--- config.mk ---
export PLATFORM = sky130hd
export DESIGN_NAME = dchb_device_flat
export DESIGN_NICKNAME = d
export VERILOG_FILES = /design/src/hw/dchb_pkg.sv /design/src/hw/dchb_bus_if.sv /design/src/hw/dchb_device.sv /design/src/flat_wrapper.sv
export SDC_FILE = /design/constraint.sdc
export NUM_CORES = 1
export LEC_CHECK = 0
export BUFFER_PORTS_ARGS = -buffer_cell sky130_fd_sc_hd__clkbuf_2
export CAP_MARGIN = 10
export CORE_MARGIN = 2
export CORE_UTILIZATION = 38
export CTS_CLUSTER_DIAMETER = 50
export CTS_CLUSTER_SIZE = 20
export DETAILED_ROUTE_END_ITERATION = 16
export GPL_ROUTABILITY_DRIVEN = 0
export PLACE_DENSITY = 0.71
export SYNTH_ARGS = -nofsm -noshare
export SYNTH_HDL_FRONTEND = slang
export SYNTH_SLANG_ARGS = --single-unit
--- constraint.sdc ---
create_clock -name ref_clk -period 2.27 [get_ports ref_clk]
set_input_delay 0.454 -clock ref_clk [delete_from_list [all_inputs] [get_ports ref_clk]]
set_output_delay 0.454 -clock ref_clk [all_outputs]
set_load 0.02 [all_outputs]
--- src/hw/dchb_pkg.sv ---
// Shared constants, types and address mapping for the host bus interface
package dchb_pkg;

  localparam int          AD_W          = 26;
  localparam int          MODE_W        = 16;
  localparam int          WADDR_W       = 24;
  localparam int          DADDR_W       = 11;
  localparam int          BANKS         = 4;
  localparam int          WDATA_W       = 16;

  localparam logic [15:0] MODE_RESET    = 16'h6CB0;
  localparam int          MODE_DZ_LSB   = 0;
  localparam int          MODE_INLV_BIT = 2;
  localparam int          MODE_RSVD_LO  = 9;
  localparam int          MODE_RSVD_HI  = 15;
  localparam int          MODE_WR_CYC   = 3;

  localparam logic [1:0]  DZ_256K       = 2'h0;
  localparam logic [1:0]  DZ_1M         = 2'h1;

  typedef enum logic [1:0] {
    CYC_RD       = 2'h0,
    CYC_WR       = 2'h1,
    CYC_BURST_RD = 2'h2,
    CYC_NEAR_WR  = 2'h3
  } dchb_cyc_e;

  typedef struct packed {
    logic [DADDR_W-1:0] row;
    logic [DADDR_W-1:0] col;
    logic [BANKS-1:0]   bank;
  } dchb_dram_addr_s;

  // Word address to row, column and one-hot bank
  function automatic dchb_dram_addr_s map_addr(input logic [WADDR_W-1:0] wa,
                                                input logic [1:0]         dz,
                                                input logic               inlv);
    dchb_dram_addr_s r;
    logic [WADDR_W-1:0] sh;
    logic [1:0]         bk;
    int                 n;
    n    = (dz == DZ_256K) ? 9 : ((dz == DZ_1M) ? 10 : 11);
    sh   = inlv ? (wa >> 1) : wa;
    r.col = DADDR_W'(sh & ((WADDR_W'(1) << n) - WADDR_W'(1)));
    r.row = DADDR_W'((sh >> n) & ((WADDR_W'(1) << n) - WADDR_W'(1)));
    bk    = inlv ? {sh[(2 * n) % WADDR_W], wa[0]} : 2'((sh >> (2 * n)) & WADDR_W'(3));
    r.bank = BANKS'(1) << bk;
    return r;
  endfunction

endpackage

--- src/hw/dchb_bus_if.sv ---
// Processor multiplexed bus between host side and controller side
interface dchb_bus_if;
  import dchb_pkg::*;

  logic            ale;
  logic            rd_n;
  logic            wr_n;
  logic            burst_or_near_write_n;
  logic            cs_n;
  logic            mode_register_select_n;
  logic [AD_W-1:0] ad;
  logic [1:0]      addr_lo;
  logic            read_data_latch_enable_n_o;
  logic            read_data_latch_enable_n_oe;
  logic            ack_n_o;
  logic            ack_n_oe;
  logic            read_data_latch_enable_n;
  logic            ack_n;

  // Released outputs float high through the pull-up
  assign read_data_latch_enable_n = read_data_latch_enable_n_oe ?
                                    read_data_latch_enable_n_o : 1'b1;
  assign ack_n = ack_n_oe ? ack_n_o : 1'b1;

  modport device (
    input  ale, rd_n, wr_n, burst_or_near_write_n, cs_n, mode_register_select_n,
    input  ad, addr_lo,
    output read_data_latch_enable_n_o, read_data_latch_enable_n_oe, ack_n_o, ack_n_oe
  );

  modport host (
    output ale, rd_n, wr_n, burst_or_near_write_n, cs_n, mode_register_select_n,
    output ad, addr_lo,
    input  read_data_latch_enable_n, ack_n
  );
endinterface

--- src/hw/dchb_device.sv ---
// Controller end: cycle decode, address latch and mapping, mode register
module dchb_device
(
  input  wire logic                     ref_clk,
  input  wire logic                     arst_n,
  dchb_bus_if.device                    bus,
  output logic [dchb_pkg::MODE_W-1:0]   mode_reg,
  output logic                          mem_req,
  output dchb_pkg::dchb_cyc_e           mem_cyc,
  output logic [dchb_pkg::DADDR_W-1:0]  mem_row,
  output logic [dchb_pkg::DADDR_W-1:0]  mem_col,
  output logic [dchb_pkg::BANKS-1:0]    mem_bank,
  output logic                          mem_active,
  input  wire logic                     mem_ack,
  input  wire logic                     mem_rdce
);
  import dchb_pkg::*;

  typedef enum logic [4:0] {
    ST_IDLE = 5'h01,
    ST_ADDR = 5'h02,
    ST_MODE = 5'h04,
    ST_MEM  = 5'h08,
    ST_END  = 5'h10
  } dchb_dev_state_e;

  dchb_dev_state_e      state_ff, nxt_state;
  logic [WADDR_W-1:0]   waddr_ff, nxt_waddr;
  logic [MODE_W-1:0]    mode_ff, nxt_mode;
  logic [1:0]           cnt_ff, nxt_cnt;
  logic                 mode_wr_ff, nxt_mode_wr;
  logic                 sel_ff, nxt_sel;
  logic                 ack_n_ff, nxt_ack_n;
  logic                 rdce_n_ff, nxt_rdce_n;
  logic                 req_ff, nxt_req;
  dchb_cyc_e            cyc_ff, nxt_cyc;
  dchb_dram_addr_s      daddr_ff, nxt_daddr;
  logic                 strobe;
  logic                 strobes_off;
  logic [1:0]           last_cnt;

  assign strobe      = ~bus.rd_n | ~bus.wr_n;
  assign strobes_off = bus.rd_n & bus.wr_n;
  // Ack registered one edge ahead so it stands in the last strobe cycle
  assign last_cnt    = 2'(MODE_WR_CYC - 2);

  always_comb
  begin
    nxt_state   = state_ff;
    nxt_waddr   = waddr_ff;
    nxt_mode    = mode_ff;
    nxt_cnt     = cnt_ff;
    nxt_mode_wr = mode_wr_ff;
    nxt_sel     = sel_ff;
    nxt_ack_n   = 1'b1;
    nxt_rdce_n  = 1'b1;
    nxt_req     = 1'b0;
    nxt_cyc     = cyc_ff;
    nxt_daddr   = daddr_ff;
    case (state_ff)
      ST_IDLE:
      begin
        nxt_sel = 1'b0;
        if (bus.ale)
        begin
          nxt_waddr = {bus.ad[AD_W-1:4], bus.addr_lo};
          nxt_state = ST_ADDR;
        end
      end
      ST_ADDR:
      begin
        if (bus.ale)
        begin
          nxt_waddr = {bus.ad[AD_W-1:4], bus.addr_lo};
        end
        else if (strobe)
        begin
          // Cycle type from strobes and burst/near-write
          if (!bus.rd_n)
            nxt_cyc = bus.burst_or_near_write_n ? CYC_RD : CYC_BURST_RD;
          else
            nxt_cyc = bus.burst_or_near_write_n ? CYC_WR : CYC_NEAR_WR;
          nxt_sel = ~bus.cs_n;
          if (bus.cs_n)
          begin
            nxt_state = ST_END;
          end
          else if (!bus.mode_register_select_n)
          begin
            nxt_mode_wr = ~bus.wr_n;
            nxt_cnt     = 2'h1;
            nxt_state   = ST_MODE;
          end
          else
          begin
            nxt_daddr = map_addr(waddr_ff, mode_ff[MODE_DZ_LSB +: 2],
                                 mode_ff[MODE_INLV_BIT]);
            nxt_req   = 1'b1;
            nxt_state = ST_MEM;
          end
        end
      end
      ST_MODE:
      begin
        if (cnt_ff == last_cnt)
        begin
          nxt_ack_n = 1'b0;
          if (mode_wr_ff)
            nxt_mode = bus.ad[MODE_W-1:0];
          nxt_state = ST_END;
        end
        else
        begin
          nxt_cnt = cnt_ff + 2'h1;
        end
      end
      ST_MEM:
      begin
        if (strobes_off)
        begin
          nxt_sel   = 1'b0;
          nxt_state = ST_IDLE;
        end
        else
        begin
          nxt_ack_n  = ~mem_ack;
          nxt_rdce_n = ~mem_rdce;
        end
      end
      ST_END:
      begin
        if (strobes_off)
        begin
          nxt_sel   = 1'b0;
          nxt_state = ST_IDLE;
        end
      end
      default:
      begin
        nxt_sel   = 1'b0;
        nxt_state = ST_IDLE;
      end
    endcase
  end

  always_ff @(posedge ref_clk or negedge arst_n)
  begin
    if (!arst_n)
    begin
      state_ff   <= ST_IDLE;
      waddr_ff   <= '0;
      mode_ff    <= MODE_RESET;
      cnt_ff     <= 2'h0;
      mode_wr_ff <= 1'b0;
      sel_ff     <= 1'b0;
      ack_n_ff   <= 1'b1;
      rdce_n_ff  <= 1'b1;
      req_ff     <= 1'b0;
      cyc_ff     <= CYC_RD;
      daddr_ff   <= '0;
    end
    else
    begin
      state_ff   <= nxt_state;
      waddr_ff   <= nxt_waddr;
      mode_ff    <= nxt_mode;
      cnt_ff     <= nxt_cnt;
      mode_wr_ff <= nxt_mode_wr;
      sel_ff     <= nxt_sel;
      ack_n_ff   <= nxt_ack_n;
      rdce_n_ff  <= nxt_rdce_n;
      req_ff     <= nxt_req;
      cyc_ff     <= nxt_cyc;
      daddr_ff   <= nxt_daddr;
    end
  end

  // Pins released unless this controller is selected
  assign bus.ack_n_oe                    = sel_ff;
  assign bus.ack_n_o                     = ack_n_ff;
  assign bus.read_data_latch_enable_n_oe = sel_ff;
  assign bus.read_data_latch_enable_n_o  = rdce_n_ff;

  assign mode_reg   = mode_ff;
  assign mem_req    = req_ff;
  assign mem_cyc    = cyc_ff;
  assign mem_row    = daddr_ff.row;
  assign mem_col    = daddr_ff.col;
  assign mem_bank   = daddr_ff.bank;
  assign mem_active = (state_ff == ST_MEM);

endmodule

--- src/flat_wrapper.sv ---
// flat-port wrapper written by rule: the top's interface ports become plain ports
module dchb_device_flat import dchb_pkg::*;
  (ref_clk, arst_n, mode_reg, mem_req, mem_cyc, mem_row, mem_col, mem_bank, mem_active, mem_ack, mem_rdce, bus_ale, bus_rd_n, bus_wr_n, bus_burst_or_near_write_n, bus_cs_n, bus_mode_register_select_n, bus_ad, bus_addr_lo, bus_read_data_latch_enable_n_o, bus_read_data_latch_enable_n_oe, bus_ack_n_o, bus_ack_n_oe);
  dchb_bus_if bus_i ();
  input  wire logic ref_clk;
  input  wire logic arst_n;
  output logic [dchb_pkg::MODE_W-1:0] mode_reg;
  output logic mem_req;
  output dchb_pkg::dchb_cyc_e mem_cyc;
  output logic [dchb_pkg::DADDR_W-1:0] mem_row;
  output logic [dchb_pkg::DADDR_W-1:0] mem_col;
  output logic [dchb_pkg::BANKS-1:0] mem_bank;
  output logic mem_active;
  input  wire logic mem_ack;
  input  wire logic mem_rdce;
  input wire logic [$bits(bus_i.ale)-1:0] bus_ale;
  input wire logic [$bits(bus_i.rd_n)-1:0] bus_rd_n;
  input wire logic [$bits(bus_i.wr_n)-1:0] bus_wr_n;
  input wire logic [$bits(bus_i.burst_or_near_write_n)-1:0] bus_burst_or_near_write_n;
  input wire logic [$bits(bus_i.cs_n)-1:0] bus_cs_n;
  input wire logic [$bits(bus_i.mode_register_select_n)-1:0] bus_mode_register_select_n;
  input wire logic [$bits(bus_i.ad)-1:0] bus_ad;
  input wire logic [$bits(bus_i.addr_lo)-1:0] bus_addr_lo;
  output wire logic [$bits(bus_i.read_data_latch_enable_n_o)-1:0] bus_read_data_latch_enable_n_o;
  output wire logic [$bits(bus_i.read_data_latch_enable_n_oe)-1:0] bus_read_data_latch_enable_n_oe;
  output wire logic [$bits(bus_i.ack_n_o)-1:0] bus_ack_n_o;
  output wire logic [$bits(bus_i.ack_n_oe)-1:0] bus_ack_n_oe;
  assign bus_i.ale = bus_ale;
  assign bus_i.rd_n = bus_rd_n;
  assign bus_i.wr_n = bus_wr_n;
  assign bus_i.burst_or_near_write_n = bus_burst_or_near_write_n;
  assign bus_i.cs_n = bus_cs_n;
  assign bus_i.mode_register_select_n = bus_mode_register_select_n;
  assign bus_i.ad = bus_ad;
  assign bus_i.addr_lo = bus_addr_lo;
  assign bus_read_data_latch_enable_n_o = bus_i.read_data_latch_enable_n_o;
  assign bus_read_data_latch_enable_n_oe = bus_i.read_data_latch_enable_n_oe;
  assign bus_ack_n_o = bus_i.ack_n_o;
  assign bus_ack_n_oe = bus_i.ack_n_oe;
  dchb_device u_core (.ref_clk(ref_clk), .arst_n(arst_n), .bus(bus_i), .mode_reg(mode_reg), .mem_req(mem_req), .mem_cyc(mem_cyc), .mem_row(mem_row), .mem_col(mem_col), .mem_bank(mem_bank), .mem_active(mem_active), .mem_ack(mem_ack), .mem_rdce(mem_rdce));
endmodule
# Yosys cells after proc, flatten, opt, wreduce, memory -nomap -nowiden
# Cells that the tools add are included.
[word_totals] out_inout_bits=50 ram_bits=0 latch_bits=0 word_cells=98 reg_bits=80 memories=0 rom_bits=0
[classes] shift=4 n_addsub=2 magnitude_cmp=1 n_reduce_logical=12 mux=38 n_bitwise=12 mul=0 n_div=1 eq_ne=15
[ops] operator="less-than comparator 32 x 7 -> 1 bit (second input constant)" count=1
[ops] operator="modulo 32 x 6 -> 32 bit (second input constant)" count=1
[ops] operator="2-to-1 mux 32 bit" count=1
[ops] operator="left shift 1 x 32 -> 11 bit (first input constant)" count=1
[ops] operator="right shift 24 x 32 -> 11 bit" count=1
[ops] operator="right shift 24 x 32 -> 2 bit" count=1
[ops] operator="2-to-1 mux 5 bit" count=6
[ops] operator="2-to-1 mux 24 bit" count=1
[ops] operator="bitwise AND 11 bit" count=2
[ops] operator="one-hot mux 5 bit (4 select lines)" count=1
[ops] operator="2-to-1 mux 2 bit" count=9
[ops] operator="2-to-1 mux 1 bit" count=15
[ops] operator="AND reduction 5 bit" count=3
[ops] operator="subtractor 11 x 1 -> 11 bit (second input constant)" count=1
[ops] operator="inequality test 2 bit (second input constant)" count=5
[ops] operator="NOT 1 bit" count=8
[ops] operator="inequality test 2 x 1 -> 1 bit (second input constant)" count=3
[ops] operator="AND reduction 3 bit" count=2
[ops] operator="AND reduction 6 bit" count=1
[ops] operator="binary-select mux 1 bit (select 5 bit)" count=1
[ops] operator="== test 5 x 1 -> 1 bit (second input constant)" count=1
[ops] operator="== test 5 x 2 -> 1 bit (second input constant)" count=1
[ops] operator="== test 5 x 3 -> 1 bit (second input constant)" count=1
[ops] operator="== test 5 x 4 -> 1 bit (second input constant)" count=1
[ops] operator="other kinds (15)" count=17

# Logic depth before layout (Yosys ltp)
[depth] word_depth=9 depth_mapped=6

# Worst setup path before layout
# OpenSTA, ideal clock, no wires.
[synth_timing] kind="register to register" startpoint="register u_core.state_ff[4]" endpoint="register u_core.mode_ff[12] (netlist: u_core.mode_reg[12])" t_arrival_ns=1.579 setup_slack_ns=0.566 path_stages_with_launch=7 period_less_slack_ns=1.704 setup_ns=0.125 cell_sequence="dfrtp_1 -> nor4_2 -> and2_1 -> buf_6 -> nand3_4 -> buf_6 -> mux2_4"
[synth_between] elab_chain_cells=2
[synth_lines] item="from (decl)" line="dchb_device.sv:27" rtl="dchb_dev_state_e state_ff, nxt_state;"
[synth_lines] item="from (signal assigned)" line="dchb_device.sv:164" rtl="state_ff <= nxt_state;"
[synth_lines] item="== test 5 x 3 -> 1 bit" line="dchb_device.sv:60" rtl="case (state_ff)"
[synth_lines] item="AND reduction 3 bit (no line)"
[synth_lines] item="to (signal assigned)" line="dchb_device.sv:166" rtl="mode_ff <= nxt_mode;"
[synth_lines] item="to (decl)" line="dchb_device.sv:29" rtl="logic [MODE_W-1:0] mode_ff, nxt_mode;"
# No other way between the ends.
# A chain may end at the register's enable or synchronous reset.

# Final worst setup path
# Ends and elaborated chain as after synthesis.

==> summary.md <==
The run finished with clean final reports. The clock period minus final worst setup slack is 1.991 ns, and the stage delay of the slowest cell on the critical path is 0.46 ns. The repair_antennas step left the layout with diodes totalling 0. The hold buffer count at CTS was 0; the starting utilization of the core area was 38.89%. The core region is 9729 sq um.

Input and output buffers added on the ports amount to 87. Before CTS, the worst setup slack after placement is 0.2858 ns. Category of the worst setup path capture point: a flop. The tools report the number of violations reported at the end of detailed-routing iteration 0 as 75. The run gives 0 as the DRC violations left. The cell area that synthesis handed to floorplanning was 3784 sq um.

The signal arrival time at the worst endpoint was 2.23 ns; the power per cell area was 1180 nW/um^2. The area growth from synthesis to layout is 20.11%. For the standard-cell row count, the log shows 36. The signal on the critical path passes through nor4_2, and2_1, nand3_4, mux2_4. The global-route wire length before repair was 13700 um. The worst ir drop on vdd was 0.0004721 V; the clock input transition at the sequential cells of the worst setup and hold paths was 0.09 ns. For flop-to-flop paths, the worst setup slack is 0.28 ns. Mean instance size in the synthesized netlist: 12.57 sq um. Counting cells, the worst reg-to-reg path comes to 4.

Hold timing on the final database bottoms out at a slack of 0.04175 ns. The post-route worst setup slack was 0.2792 ns. The post-synth net total is 340, and the die boundary width is 103.8 um. Setup total negative slack on the finished layout was measured at 0 ns. After clock tree synthesis, the repair step resized 0 gates.

Summing over every cut layer, the via total after detailed routing is 2613. Setup repair after global routing left no endpoint under its margin. The tools report the endpoint of the worst-slack reg-to-reg timing path as u_core.mode_reg[12]. During synthesis, Yosys emitted a total of 0 warnings. The max-slew violation total from the final report is 0. Ranked by total cell area, the synthesized netlist is headed by dfrtp_1 46%, mux2_2 15%, dfstp_2 6.9%. Once the clock tree was built, the setup fixing pass inserted 0 buffers. The largest area contributor in the synthesized netlist is dfrtp_1. The total number of clock tree sinks came out at 80.

After layout, the worst path uses 87.70% of the clock period. Entering global routing, the biggest net connects 46 pins. In this run the remaining antenna-violating nets after routing total 0. The class of the tightest hold or removal check was input pin to async pin. At the pin with the least slew margin, the transition time is 0.7678 ns. The multi-input combinational cells in the finished layout cover a total of 1652 sq um. The final routed wirelength across all metal layers is 8081 um. For the count of placed standard cells including taps, the log shows 510. The die covers 10770 sq um.

No sink is reached through more buffers than the 2 on the longest clock path. In this run the critical register-to-register path is launched from u_core.state_ff[4]. Measured along the y axis, the die boundary spans 103.8 um. The number of fillers in the final layout came out at 948.

The overflow left after global routing was 0; the initial antenna violation count was 0. Via count of the first global-routing pass: 2680. Setup violations remaining at the end of the flow were counted as 0.

For this run, the leading register cell type out of synthesis is dfrtp_1. The register with the most flip-flops in the layout has 24 of them. The run gives 0 as the max capacitance violation total.

At the worst endpoint, the required time is 2.51 ns. TritonCTS built the clock tree. Synthesis inferred 80 register bits. In the final design database the tool counted 427 nets. The number of detailed-routing iterations run before antenna repair was 4; the share of flip-flops with an asynchronous set or reset was 100.0%. The number of standard cells in the layout, taps in and fillers out was 526. The worst clock skew on the final layout is 0.01106 ns.

The synthesized design devotes to its leading area cell type 46.30% of total area. Cell leakage power: 2.183 nW. Nature of the critical path startpoint: a flop. The final routed wire length divided by cell count works out to 15.36 um.

The number of library cell types mapped by synthesis was 52; the synthesized netlist cell count was 301. After detailed routing, the number of vias per cell comes to 4.968. Sequential cells were found to cover 53.24% of the synthesized design area. The run gives 9 as the CTS buffer count.

Pin placement for this block handled 88 I/O pins. Master cell of the clock root buffer: clkbuf_8. The worst-path cell with the longest stage delay is dfrtp_1. Headroom to the max-slew limit came out at 48.81%. The H-tree generated during clock tree synthesis spans 3 levels. After legalization and detailed placement, the total HPWL measured 5796 um.

In the final layout, the share of cells above drive strength 1 is 47.58%. Measured on the finished design, the core utilization comes to 46.71%. The run gives 0 as the hold violation count in the final report. The largest fanout on the critical path is 16. The number of synthesized flops with an enable pin came out at 0. The clock network latency to the later pin of the worst-skew pair came out at 0.35 ns. The sequential cells in the finished layout cover a total of 2014 sq um.

Across every metal layer, demand over resource in global routing totals 15.93%. The critical path start-end classification is flop to flop. The maximum clock frequency was 502.3 MHz.
synthesized netlist by cell type (2+ instances only):
cell	instances
nor3_1	2
nor2b_1	3
buf_2	7
clkbuf_1	6
inv_1	4
o21a_1	8
mux2_4	10
nand2b_1	5
mux2i_1	22
o21ai_0	17
nand3_1	2
buf_6	3
dfstp_2	10
o22ai_1	2
nand2_1	33
o31ai_1	2
dfrtp_1	70
o211ai_1	7
mux2_2	49
a31oi_1	2
and2_1	2
nor2_1	5
final cells by class:
type                    count  area share, %
inverters                   5         0.4130
clock buffers              11          3.111
clock inverters             5          1.239
multi-input cells         199          36.34
well taps                 133          3.662
repair buffers             93          10.90
flip-flops and latches     80          44.33
metal layers:
layer  routed length, um  global-route usage [%]  part of all wire [%]  vias to the layer above
met1                3595                   20.85                    44                     1274
li1                    -                       -                     -                     1253
met3                 508                   5.664                   6.3                       11
met2                3869                   25.17                    48                       75
met5                   0                       0                     0                        -
met4                 108                   4.344                   1.3                        0
critical path: cells and delay by family, from the launching register on:
kind             cells  cell delay [ns]
multiplexers         1             0.40
flip-flops           1             0.46
AND/OR/NAND/NOR      3             1.01
worst max path at each step:
stage                             from             endpoint  slack, ns  depth (start not counted)
floorplan           u_core.state_ff[4]  u_core.mode_reg[12]       0.57                          6
global placement    u_core.state_ff[4]  u_core.mode_reg[12]       0.38                          4
global route        u_core.state_ff[4]  u_core.mode_reg[12]       0.15                          4
CTS                 u_core.state_ff[4]   u_core.mode_reg[6]       0.27                          4
finish              u_core.state_ff[4]  u_core.mode_reg[12]       0.28                          4
detailed placement  u_core.state_ff[4]  u_core.mode_reg[12]       0.29                          4
layout by cell type (no fill, tap or decap), drive strengths merged, types with 2 or more instances in the layout:
| cell | count |
|---|---|
| nand3 | 3 |
| nor3 | 2 |
| nand2b | 5 |
| nor2b | 3 |
| o21a | 8 |
| and2 | 2 |
| nand2 | 33 |
| dfrtp | 70 |
| nor2 | 6 |
| mux2i | 22 |
| inv | 5 |
| o21ai | 18 |
| buf | 7 |
| o22ai | 2 |
| mux2 | 59 |
| a31oi | 2 |
| clkinv | 3 |
| o211ai | 7 |
| dfstp | 10 |
| o31ai | 2 |
| clkbuf | 97 |
where the power goes:
part / leakage (nW) / switching, W / internal, W / total (W)
Combinational: 1.11 / 0.00100 / 0.000967 / 0.00197
Sequential: 0.972 / 0.000400 / 0.00193 / 0.00233
Clock: 0.0993 / 0.000519 / 0.000537 / 0.00106
Total: 2.18 / 0.00192 / 0.00344 / 0.00536
cell families after synthesis:
group | count (synthesis) | synth area share, %
buffers and inverters | 22 | 3.108
adders and majority gates | 1 | 0.3306
xor gates and xnor gates | 2 | 0.4630
and+or+nand+nor | 63 | 8.962
DFF | 80 | 53.24
muxes | 81 | 24.37
AOI/OAI and AO/OA | 52 | 9.524
metrics by stage:
stage          area (sq um)  total power (W)
6_report               4544         0.005362
5_1_grt                4544         0.005746
4_1_cts                4544         0.005422
3_5_place_dp           4347         0.004358
3_3_place_gp           4347         0.004279
2_1_floorplan          3784         0.003736
No activity file was read; power rests on OpenSTA's default activity.
